<file path="src/sonet_tx_pkg.sv">
package sonet_tx_pkg;
	// Register offsets (byte addresses as printed)
	localparam logic [17:0] OFS_FRAME_COUNT_AND_SCRAMBLE = 18'h3000C;
	localparam logic [17:0] OFS_FRAMING_ERR_CTRL_A       = 18'h3000D;
	localparam logic [17:0] OFS_FRAMING_ERR_CTRL_B       = 18'h3000E;
	localparam logic [17:0] OFS_PARITY_FORCE_INVERT      = 18'h3000F;
	localparam logic [17:0] OFS_CORRUPT_A2_VALUE         = 18'h30010;
	// Field positions
	localparam int BIT_SCRAMBLE_DIS = 6;
	localparam int FRAME_COUNT_W    = 6;
	localparam int BIT_ERR_INS_EN   = 0;
	localparam int BIT_A1A2_INS_DIS = 1;
	localparam int BIT_B1_INS_DIS   = 2;
	localparam int BIT_B1_FAULT_EN  = 3;
	localparam int BIT_STS3_MODE    = 4;
	localparam int BIT_BURST_DONE   = 7;
	// Reset values
	localparam logic [7:0] RST_FRAME_COUNT_AND_SCRAMBLE = 8'h00;
	localparam logic [7:0] RST_FRAMING_ERR_CTRL_A       = 8'h00;
	localparam logic [7:0] RST_CORRUPT_A1_VALUE         = 8'h00;
	localparam logic [7:0] RST_PARITY_FORCE_INVERT      = 8'h00;
	localparam logic [7:0] RST_CORRUPT_A2_VALUE         = 8'h00;
	// Framing pattern
	localparam logic [7:0] A1_BYTE = 8'hF6;
	localparam logic [7:0] A2_BYTE = 8'h28;
	localparam logic [6:0] SCR_SEED = 7'h7F;
	// STS-12 geometry
	localparam int STS_PER_FRAME = 12;
	localparam int ROW_BYTES     = 1080;
	localparam int FRAME_ROWS    = 9;
	localparam logic [10:0] COL_LAST_A1 = 11'd11;
	localparam logic [10:0] COL_FIRST_A2 = 11'd12;
	localparam logic [10:0] COL_J0      = 11'd24;
	localparam logic [10:0] COL_FIRST_PAYLOAD = 11'd36;
	localparam int STS3_COPIES = 4;
	// Byte clock derived from system clock
	localparam int SYS_CLK_KHZ  = 250000;
	localparam int BYTE_CLK_KHZ = 77760;
	localparam int OUT_PIPE_DEPTH = 3;
	localparam int FP_TO_OUT_BYTES = 5;
endpackage

</file>
<file path="src/sonet_tx_overhead_scrambler.sv">
`timescale 1ns/100ps
`default_nettype none
// What this block does
// - STS-3 mode takes every fourth byte and repeats each bit four times.
// - All twelve A1 bytes become F6 and all twelve A2 bytes 28.
// - First A1 bit leaves five to seven byte clocks after frame pulse.
// - Corruption replaces only the last A1 and first A2 byte.
// - Error insert enable sends corrupted values for the programmed frame count.
// - Frame count zero corrupts until software clears the enable.
// - After a finite burst, corruption restarts only after enable clears and sets.
// - Framing insert disable leaves A1/A2 positions as received.
// - BIP-8 over previous scrambled frame goes into B1 before scrambling.
// - Only first STS-1 carries parity; other eleven B1 positions are zero.
// - Each set force-invert bit flips the matching BIP-8 bit.
// - Per-stream fault enable gates the parity inversion.
// - Parity insert disable leaves B1 positions as received.
// - Frame-synchronous scrambler, length 127, polynomial 1 + x^6 + x^7.
// - Scrambler loads all ones on first payload byte, then runs on.
// - A1, A2, J0 and Z0 bytes bypass the scrambler.
// - A control bit disables scrambling.
// - Scrambled data goes to both work and protect outputs.
// - Byte path runs at 77.76 MHz for a 622 Mbit/s stream.
module sonet_tx_overhead_scrambler (
	input  wire logic        CLK_SYS,      // 250 MHz system clock
	input  wire logic        ARST_N,       // Async reset, low
	input  wire logic [7:0]  TX_DATA,      // Byte from overhead insert stage
	input  wire logic        TX_FP,        // Frame pulse with first A1 byte
	input  wire logic        REG_WR,       // Register write strobe
	input  wire logic [17:0] REG_ADDR,     // Register address
	input  wire logic [7:0]  REG_WDATA,    // Register write data
	output logic      [7:0]  REG_RDATA,    // Register read data
	output logic             BYTE_EN,      // Byte clock enable pulse
	output logic      [7:0]  TX_WORK_DATA, // Byte to work serializer
	output logic      [7:0]  TX_PROT_DATA, // Byte to protect serializer
	output logic             TX_OUT_VALID, // Output byte strobe
	output logic             TX_OUT_FP     // First A1 byte on output
);
	import sonet_tx_pkg::*;

	// Fractional divider: 250 MHz down to 77.76 MHz enable
	logic [17:0] acc;
	wire  [18:0] acc_sum = {1'b0, acc} + 19'(BYTE_CLK_KHZ);
	wire         acc_wrap = acc_sum >= 19'(SYS_CLK_KHZ);

	always_ff @(posedge CLK_SYS or negedge ARST_N) begin
		if (!ARST_N) begin
			acc     <= 18'h00000;
			BYTE_EN <= 1'b0;
		end else begin
			acc     <= acc_wrap ? 18'(acc_sum - 19'(SYS_CLK_KHZ)) : acc_sum[17:0];
			BYTE_EN <= acc_wrap;
		end
	end

	// Registers
	logic [7:0] frame_count_and_scramble_ctrl;
	logic [7:0] framing_error_insert_ctrl_a;
	logic [7:0] framing_error_insert_ctrl_b;
	logic [7:0] parity_force_invert;
	logic [7:0] corrupt_a2_value;
	logic       burst_done;

	wire sel_fc  = REG_ADDR == OFS_FRAME_COUNT_AND_SCRAMBLE;
	wire sel_ca  = REG_ADDR == OFS_FRAMING_ERR_CTRL_A;
	wire sel_cb  = REG_ADDR == OFS_FRAMING_ERR_CTRL_B;
	wire sel_pf  = REG_ADDR == OFS_PARITY_FORCE_INVERT;
	wire sel_a2v = REG_ADDR == OFS_CORRUPT_A2_VALUE;

	wire [7:0] ctrl_a_rd = {burst_done, framing_error_insert_ctrl_a[6:0]};
	assign REG_RDATA = sel_fc ? frame_count_and_scramble_ctrl :
	                   sel_ca ? ctrl_a_rd :
	                   sel_cb ? framing_error_insert_ctrl_b :
	                   sel_pf ? parity_force_invert :
	                   sel_a2v ? corrupt_a2_value : 8'h00;

	always_ff @(posedge CLK_SYS or negedge ARST_N) begin
		if (!ARST_N) begin
			frame_count_and_scramble_ctrl <= RST_FRAME_COUNT_AND_SCRAMBLE;
			framing_error_insert_ctrl_a   <= RST_FRAMING_ERR_CTRL_A;
			framing_error_insert_ctrl_b   <= RST_CORRUPT_A1_VALUE;
			parity_force_invert           <= RST_PARITY_FORCE_INVERT;
			corrupt_a2_value              <= RST_CORRUPT_A2_VALUE;
		end else if (REG_WR) begin
			if (sel_fc)
				frame_count_and_scramble_ctrl <= REG_WDATA;
			if (sel_ca)
				framing_error_insert_ctrl_a <= {1'b0, REG_WDATA[6:0]};
			if (sel_cb)
				framing_error_insert_ctrl_b <= REG_WDATA;
			if (sel_pf)
				parity_force_invert <= REG_WDATA;
			if (sel_a2v)
				corrupt_a2_value <= REG_WDATA;
		end
	end

	wire [FRAME_COUNT_W-1:0] frames_to_corrupt = frame_count_and_scramble_ctrl[FRAME_COUNT_W-1:0];
	wire scramble_dis = frame_count_and_scramble_ctrl[BIT_SCRAMBLE_DIS];
	wire err_ins_en   = framing_error_insert_ctrl_a[BIT_ERR_INS_EN];
	wire a1a2_ins_dis = framing_error_insert_ctrl_a[BIT_A1A2_INS_DIS];
	wire b1_ins_dis   = framing_error_insert_ctrl_a[BIT_B1_INS_DIS];
	wire b1_fault_en  = framing_error_insert_ctrl_a[BIT_B1_FAULT_EN];
	wire sts3_mode    = framing_error_insert_ctrl_a[BIT_STS3_MODE];

	// Stage 1: capture byte and its frame position
	logic [7:0]  d1;
	logic [10:0] col;
	logic [3:0]  row;
	logic        fp1;

	always_ff @(posedge CLK_SYS or negedge ARST_N) begin
		if (!ARST_N) begin
			d1  <= 8'h00;
			fp1 <= 1'b0;
			col <= 11'd0;
			row <= 4'd0;
		end else if (BYTE_EN) begin
			d1  <= TX_DATA;
			fp1 <= TX_FP;
			if (TX_FP) begin
				col <= 11'd0;
				row <= 4'd0;
			end else if (col == 11'(ROW_BYTES - 1)) begin
				col <= 11'd0;
				row <= (row == 4'(FRAME_ROWS - 1)) ? 4'd0 : row + 4'd1;
			end else begin
				col <= col + 11'd1;
			end
		end
	end

	wire row0       = row == 4'd0;
	wire frame_head = fp1;
	wire is_a1      = row0 && col < 11'(STS_PER_FRAME);
	wire is_a2      = row0 && col >= COL_FIRST_A2 && col < COL_J0;
	wire no_scr     = row0 && col < COL_FIRST_PAYLOAD;
	wire first_pay  = row0 && col == COL_FIRST_PAYLOAD;
	wire is_b1      = row == 4'd1 && col == 11'd0;
	wire is_b1_fill = row == 4'd1 && col != 11'd0 && col < 11'(STS_PER_FRAME);

	// Corruption burst tracking, decided once per frame
	logic                     corrupt_active;
	logic [FRAME_COUNT_W-1:0] frames_done;
	wire  [FRAME_COUNT_W-1:0] frames_next = frames_done + 1'b1;

	always_ff @(posedge CLK_SYS or negedge ARST_N) begin
		if (!ARST_N) begin
			corrupt_active <= 1'b0;
			burst_done     <= 1'b0;
			frames_done    <= '0;
		end else if (!err_ins_en) begin
			corrupt_active <= 1'b0;
			burst_done     <= 1'b0;
			frames_done    <= '0;
		end else if (BYTE_EN && frame_head) begin
			corrupt_active <= !burst_done;
			if (!burst_done) begin
				frames_done <= frames_next;
				// Zero count never finishes the burst
				if (frames_to_corrupt != '0 && frames_next == frames_to_corrupt)
					burst_done <= 1'b1;
			end
		end
	end

	// Overhead substitution ahead of the scrambler
	logic [7:0] bip_prev;
	wire  [7:0] bip_mask = b1_fault_en ? parity_force_invert : 8'h00;
	wire  [7:0] a1_val = (corrupt_active && col == COL_LAST_A1) ? framing_error_insert_ctrl_b : A1_BYTE;
	wire  [7:0] a2_val = (corrupt_active && col == COL_FIRST_A2) ? corrupt_a2_value : A2_BYTE;
	wire  [7:0] pre_scr = (is_a1 && !a1a2_ins_dis) ? a1_val :
	                      (is_a2 && !a1a2_ins_dis) ? a2_val :
	                      (is_b1 && !b1_ins_dis) ? bip_prev ^ bip_mask :
	                      (is_b1_fill && !b1_ins_dis) ? 8'h00 : d1;

	// Byte-wide scrambler: keystream is the MSB-first run of x^7 + x^6 + 1
	function automatic logic [14:0] scr_step(input logic [6:0] s);
		logic [6:0] st;
		logic [7:0] ks;
		st = s;
		ks = 8'h00;
		for (int i = 7; i >= 0; i--) begin
			ks[i] = st[6];
			st    = {st[5:0], st[6] ^ st[5]};
		end
		return {ks, st};
	endfunction

	logic [6:0] scr;
	wire  [6:0] scr_seed = first_pay ? SCR_SEED : scr;
	wire  [14:0] scr_out = scr_step(scr_seed);
	wire  [7:0] post_scr = (scramble_dis || no_scr) ? pre_scr : pre_scr ^ scr_out[14:7];

	// Stage 2: scrambled byte and running parity
	logic [7:0] d2;
	logic       fp2;
	logic [7:0] bip_acc;

	always_ff @(posedge CLK_SYS or negedge ARST_N) begin
		if (!ARST_N) begin
			scr      <= SCR_SEED;
			d2       <= 8'h00;
			fp2      <= 1'b0;
			bip_acc  <= 8'h00;
			bip_prev <= 8'h00;
		end else if (BYTE_EN) begin
			scr <= scr_out[6:0];
			d2  <= post_scr;
			fp2 <= frame_head;
			if (frame_head) begin
				bip_prev <= bip_acc;
				bip_acc  <= post_scr;
			end else begin
				bip_acc <= bip_acc ^ post_scr;
			end
		end
	end

	// Output delay line sets the frame pulse latency
	logic [7:0] dly_data [OUT_PIPE_DEPTH];
	logic       dly_fp   [OUT_PIPE_DEPTH];

	always_ff @(posedge CLK_SYS or negedge ARST_N) begin
		if (!ARST_N) begin
			for (int i = 0; i < OUT_PIPE_DEPTH; i++) begin
				dly_data[i] <= 8'h00;
				dly_fp[i]   <= 1'b0;
			end
		end else if (BYTE_EN) begin
			dly_data[0] <= d2;
			dly_fp[0]   <= fp2;
			for (int i = 1; i < OUT_PIPE_DEPTH; i++) begin
				dly_data[i] <= dly_data[i-1];
				dly_fp[i]   <= dly_fp[i-1];
			end
		end
	end

	logic [7:0] rep_data;

	sonet_tx_repeater u_repeater (
		.clk       (CLK_SYS),
		.arst_n    (ARST_N),
		.en        (BYTE_EN),
		.sts3      (sts3_mode),
		.in_data   (dly_data[OUT_PIPE_DEPTH-1]),
		.in_fp     (dly_fp[OUT_PIPE_DEPTH-1]),
		.out_data  (rep_data),
		.out_fp    (TX_OUT_FP),
		.out_valid (TX_OUT_VALID)
	);

	assign TX_WORK_DATA = rep_data;
	assign TX_PROT_DATA = rep_data;

	// Byte clocks since the last input frame pulse, for latency checking
	logic [3:0] since_fp;
	always_ff @(posedge CLK_SYS or negedge ARST_N) begin
		if (!ARST_N)
			since_fp <= 4'hF;
		else if (BYTE_EN)
			since_fp <= TX_FP ? 4'd1 : (since_fp == 4'hF ? since_fp : since_fp + 4'd1);
	end

	a_fp_latency: assert property (@(posedge CLK_SYS) disable iff (!ARST_N)
		$rose(TX_OUT_FP) |-> since_fp >= 4'd5 && since_fp <= 4'd7)
		else $error("frame output latency outside five to seven byte clocks");
	a_a1_pattern: assert property (@(posedge CLK_SYS) disable iff (!ARST_N)
		BYTE_EN && is_a1 && !a1a2_ins_dis && !(corrupt_active && col == COL_LAST_A1) |=> d2 == A1_BYTE)
		else $error("A1 byte not F6");
	a_a2_corrupt: assert property (@(posedge CLK_SYS) disable iff (!ARST_N)
		BYTE_EN && corrupt_active && !a1a2_ins_dis && row0 && col == COL_FIRST_A2 |=> d2 == $past(corrupt_a2_value))
		else $error("first A2 not replaced by corrupted value");
	a_burst_stop: assert property (@(posedge CLK_SYS) disable iff (!ARST_N)
		burst_done && err_ins_en && BYTE_EN && frame_head |=> !corrupt_active)
		else $error("corruption continued after finished burst");
	a_b1_fill: assert property (@(posedge CLK_SYS) disable iff (!ARST_N)
		BYTE_EN && is_b1_fill && !b1_ins_dis && scramble_dis |=> d2 == 8'h00)
		else $error("B1 fill byte not zero");
	a_b1_invert: assert property (@(posedge CLK_SYS) disable iff (!ARST_N)
		BYTE_EN && is_b1 && !b1_ins_dis && scramble_dis |=> d2 == ($past(bip_prev) ^ $past(bip_mask)))
		else $error("B1 parity or inversion wrong");
	a_j0_bypass: assert property (@(posedge CLK_SYS) disable iff (!ARST_N)
		BYTE_EN && row0 && col == COL_J0 |=> d2 == $past(d1))
		else $error("J0 byte was scrambled");
	a_scr_reload: assert property (@(posedge CLK_SYS) disable iff (!ARST_N)
		BYTE_EN && first_pay && !scramble_dis |=> d2 == ($past(pre_scr) ^ 8'hFE))
		else $error("scrambler not loaded with ones at payload start");
	a_work_prot: assert property (@(posedge CLK_SYS) disable iff (!ARST_N)
		TX_WORK_DATA == TX_PROT_DATA)
		else $error("work and protect outputs differ");
	a_byte_rate: assert property (@(posedge CLK_SYS) disable iff (!ARST_N)
		BYTE_EN |=> !BYTE_EN ##1 !BYTE_EN)
		else $error("byte enable faster than 77.76 MHz");
endmodule
`default_nettype wire

</file>
<file path="src/sonet_tx_repeater.sv">
`timescale 1ns/100ps
`default_nettype none
module sonet_tx_repeater (
	input  wire logic       clk,      // System clock
	input  wire logic       arst_n,   // Async reset, low
	input  wire logic       en,       // Byte clock enable
	input  wire logic       sts3,     // STS-3 expansion mode
	input  wire logic [7:0] in_data,  // Byte from framer
	input  wire logic       in_fp,    // Frame start marker
	output logic      [7:0] out_data, // Byte to serializer
	output logic            out_fp,   // Frame start, aligned
	output logic            out_valid // One pulse per byte
);
	import sonet_tx_pkg::*;
	logic [1:0] phase;
	logic [7:0] hold;
	// Frame marker forces phase zero so the group lines up with A1
	wire  [1:0] cur_phase = in_fp ? 2'd0 : phase;
	wire  [7:0] src = (cur_phase == 2'd0) ? in_data : hold;
	wire  [2:0] hi_bit = 3'd7 - {cur_phase, 1'b0};
	wire  [2:0] lo_bit = 3'd6 - {cur_phase, 1'b0};
	wire  [7:0] expanded;

	// Two source bits per output byte, earlier bit in the upper nibble
	genvar g;
	generate
		for (g = 0; g < 8; g++) begin : g_exp
			assign expanded[g] = src[(g >= STS3_COPIES) ? hi_bit : lo_bit];
		end
	endgenerate

	always_ff @(posedge clk or negedge arst_n) begin
		if (!arst_n) begin
			phase     <= 2'd0;
			hold      <= 8'h00;
			out_data  <= 8'h00;
			out_fp    <= 1'b0;
			out_valid <= 1'b0;
		end else begin
			out_valid <= en;
			if (en) begin
				phase  <= cur_phase + 2'd1;
				out_fp <= in_fp;
				if (cur_phase == 2'd0)
					hold <= in_data;
				out_data <= sts3 ? expanded : in_data;
			end
		end
	end

	a_sts3_copies: assert property (@(posedge clk) disable iff (!arst_n)
		en && sts3 && !in_fp && phase == 2'd0 |=> out_data[7:4] == {4{$past(in_data[7])}})
		else $error("sts3 expansion does not repeat bit four times");
	a_sts12_pass: assert property (@(posedge clk) disable iff (!arst_n)
		en && !sts3 |=> out_data == $past(in_data))
		else $error("sts12 byte not passed unchanged");
endmodule
`default_nettype wire

</file>
<file path="config.mk">
export PLATFORM = sky130hd
export DESIGN_NAME = sonet_tx_overhead_scrambler
export DESIGN_NICKNAME = d
export VERILOG_FILES = /design/src/sonet_tx_pkg.sv /design/src/sonet_tx_overhead_scrambler.sv /design/src/sonet_tx_repeater.sv
export SDC_FILE = /design/constraint.sdc
export NUM_CORES = 1
export LEC_CHECK = 0
export BUFFER_PORTS_ARGS = -buffer_cell sky130_fd_sc_hd__buf_2
export CAP_MARGIN = 20
export CORE_MARGIN = 5
export CORE_UTILIZATION = 55
export DETAILED_ROUTE_END_ITERATION = 12
export PLACE_DENSITY = 0.74
export SYNTH_ARGS = -nofsm -noshare
export SYNTH_HDL_FRONTEND = slang
export SYNTH_SLANG_ARGS = --single-unit
export TNS_END_PERCENT = 10
</file>
<file path="constraint.sdc">
create_clock -name CLK_SYS -period 3.5 [get_ports CLK_SYS]
set_input_delay 0.7 -clock CLK_SYS [delete_from_list [all_inputs] [get_ports CLK_SYS]]
set_output_delay 0.7 -clock CLK_SYS [all_outputs]
set_load 0.005 [all_outputs]
</file>
==> run summary <==
Total Routing Usage GR = 21.2%
Post-route setup TNS = 0 ps
Routability cong. = 0.896
DR DRC count = 0
Deepest clock path buffer count = 2
Crit path capture type = primary output
Final wirelength = 18,700 microns
Number of enable flip-flop cells after synthesis = 0
H-tree levels = 4
Reg2reg path depth = 10
Grt ovf = 0
Num Clock Sinks = 165
Async set-reset flop share out of synthesis = 100%
Main flop type after synthesis = dfrtp_1
Reg clk slew, reported paths = 60 ps
Die area = 0.0185 sq mm
Chip Width = 136 microns
Final setup vio count = 0
Final net count = 914
Max FO, Critical Path = 17
Cell count after placement = 1,062
Critical path's slowest cell = or4_1
Minimum clock period = 3370 ps
Initial DRC Count = 496
Status = finished, final reports clean
Area Growth Syn to Fin = 12.2%
Max-slew headroom = 51.5%
Number of global-route vias before repair = 6,106
Avg Cell Area, Syn = 10.6 sq um
TritonCTS clock tree = yes
Slew @ Worst Pin = 726 ps
Synthesized cell area = 0.00871 sq mm
Post-synthesis sequential area ratio = 47.5%
DP HPWL = 13,400 microns
Root Buffer = clkbuf_16
Worst EP arrival = 2670 ps
Core ar. = 0.0157 sq mm
Yosys reg bits = 165
WS Path Type = in -> out
Critical Path Max Stage Delay = 530 ps
Crit start category = input port
Cells after Synth = 821
Achievable Freq = 297 MHz
Initial antenna violation count = 0
Clock Latency Late Sink = 430 ps
Power Dens Cells = 582 mW/mm^2
Post-Syn Nets = 870
Clock Skew = 10.0 ps
Largest net degree at the start of global routing = 67
Crit path required time = 2800 ps
CP cell instances = buf_2 -> or4_1 -> nor4_2 -> nor2b_1 -> nand2_1 -> nor2_2 -> buf_4 -> a211oi_1 -> a21oi_1 -> buf_2
Vias/cell = 5.79
Global-route wire length before repair = 31,000 microns
Netlist cell types = 77
Final Slew Violations = 0
Io pins = 65
Clock buffer count from CTS = 17
DRT Pass-1 Iters = 5
Initial Utilization = 55.5%
Syn. warnings = 0
Row cnt = 46
Vias = 6,337
MaxCap Viol Count = 0
Final hold violations = 0
Antenna-violating nets left = 0
Most used cell, CP = buf_2
WL/cell = 17.1 microns
Unrepaired setup endpoints after global routing = false
Fraction of layout cells with a size suffix above 1 = 27.2%
Fin cells = 1,094
N_diodes = 0
Total Power = 5690 uW
Final Cycle Share = 96.3%
Worst Hold Class = in -> async
Leakage power = 0.00426 uW
Setup bufs post-CTS = 0
IO buf count = 64
Worst vdd ir = 0.404 mV
Die H = 136 microns
[where the power goes]
group	switching [uW]	internal, uW
clock	846	1090
sequential	285	2320
combinational	531	622
[worst paths after layout]
check	start	end	slack (ps)
worst max-delay path	REG_ADDR[12]	REG_RDATA[0]	130
worst min-delay path	ARST_N	frame_count_and_scramble_ctrl[0]	230
worst max register to register	acc[6]	acc[11]	550
worst min register to register	d2[3]	d2[3]	480
max in group asynchronous	ARST_N	scr[4]	2460
min in group CLK_SYS	d2[3]	d2[3]	480
[sequential cells by signal, indices dropped and copies added (netlist names), 2 cells and up]
register and count:
parity_force_invert 8, u_repeater.phase 2, d1 8, dly_fp 3, u_repeater.out_data 8, u_repeater.hold 8
scr 7, row 4, corrupt_a2_value 8, col 11, d2 8, framing_error_insert_ctrl_a 7
bip_acc 8, dly_data 24, frame_count_and_scramble_ctrl 8, acc 14, frames_done 6, bip_prev 8
framing_error_insert_ctrl_b 8
[timing repair]
item | 4_1_cts | 5_1_grt
resized for setup | 0 | 2
endpoints found under the setup margin | 0 | 4
hold buffers | 0 | 0
[placed cells by master, fill, tap and decap left out, drive strengths merged, types with 7 or more instances in the layout]
cell and count:
xnor2 38, nand3 12, nor2b 9, nor4 7
buf 73, nand2b 11, mux2 99, nand2 70
a21o 9, dfstp 7, ha 11, a211oi 13
nor2 49, inv 37, a21oi 33, xor2 21
clkbuf 17, nor3 16, nand4 10, mux2i 11
or3 8, o21ai 49, dfrtp 158, a31oi 14
[metal layers]
metal	GRT usage (%)	routed length [microns]	vias up
li1	-	-	3001
met1	29.6	8530	3167
met2	33.7	9060	142
met3	4.33	839	27
met4	6.33	293	0
met5	0	0	-
[Yosys cell counts, drive strengths merged, types with 4 or more instances]
library cell  instances  area [sq um]
nor4b                 4          35.0
a21boi                5          37.5
o31ai                 6          45.0
or2                   4          25.0
nor4                  7          65.1
a21o                  9          67.6
ha                   11           138
buf                  18           114
clkbuf               30           118
and2                  6          37.5
nand3                12          65.1
or3                   8          50.1
nor2b                 9          56.3
xor2                 21           184
nand4                10          77.6
a211oi               13          97.6
nor3                 16          80.1
dfstp                 7           184
o21ai                49           245
nand2b               11          68.8
xnor2                38           333
nand2                70           265
o32ai                 4          35.0
mux2i                11           110
nor3b                 6          66.3
mux2                 99          1110
nor2                 49           186
a31oi                14          87.6
a21oi                33           165
o22ai                 6          37.5
dfrtp               158          3950
inv                  30           118
[metrics by stage]
| stage | utilization [%] | cell area, sq um | hold WS, ps | worst slack [ps] |
|---|---|---|---|---|
| after floorplan | - | 8710 | 404 | 429 |
| after global placement | 58.3 | 9160 | 462 | 192 |
| after detailed placement | 58.3 | 9160 | 465 | 109 |
| after CTS | 62.2 | 9770 | 242 | 91.5 |
| after global routing | 62.2 | 9780 | 263 | 20.1 |
| final | 62.2 | 9780 | 232 | 130 |
[layout make-up]
type,instances,area [sq um]
clock buffers,17,425
fillers,1327,5930
inverters,31,121
repair buffers,73,407
flip-flops and latches,165,4140
multi-input cells,577,4230
clock inverters,15,188
well taps,216,270
[kinds of logic (layout without fill, tap and decap cells)]
logic type               Yosys count  after routing  share of synthesized area [%]
flip-flops                       165            165                           47.5
XOR/XNOR                          59             59                           5.93
adder cells (fa/ha/maj)           11             11                           1.58
multiplexers                     112            112                           14.6
buffers and inverters             79            136                           4.05
AND/OR/NAND/NOR                  230            230                           14.2
AO/OA/AOI/OAI                    165            165                           12.2
[worst max-delay path: cells and delay by family]
kind | cells | cell delay, ps
buf+inv | 3 | 450
simple gates | 5 | 1260
compound gates | 2 | 250
(Power assumes the default switching activity.)
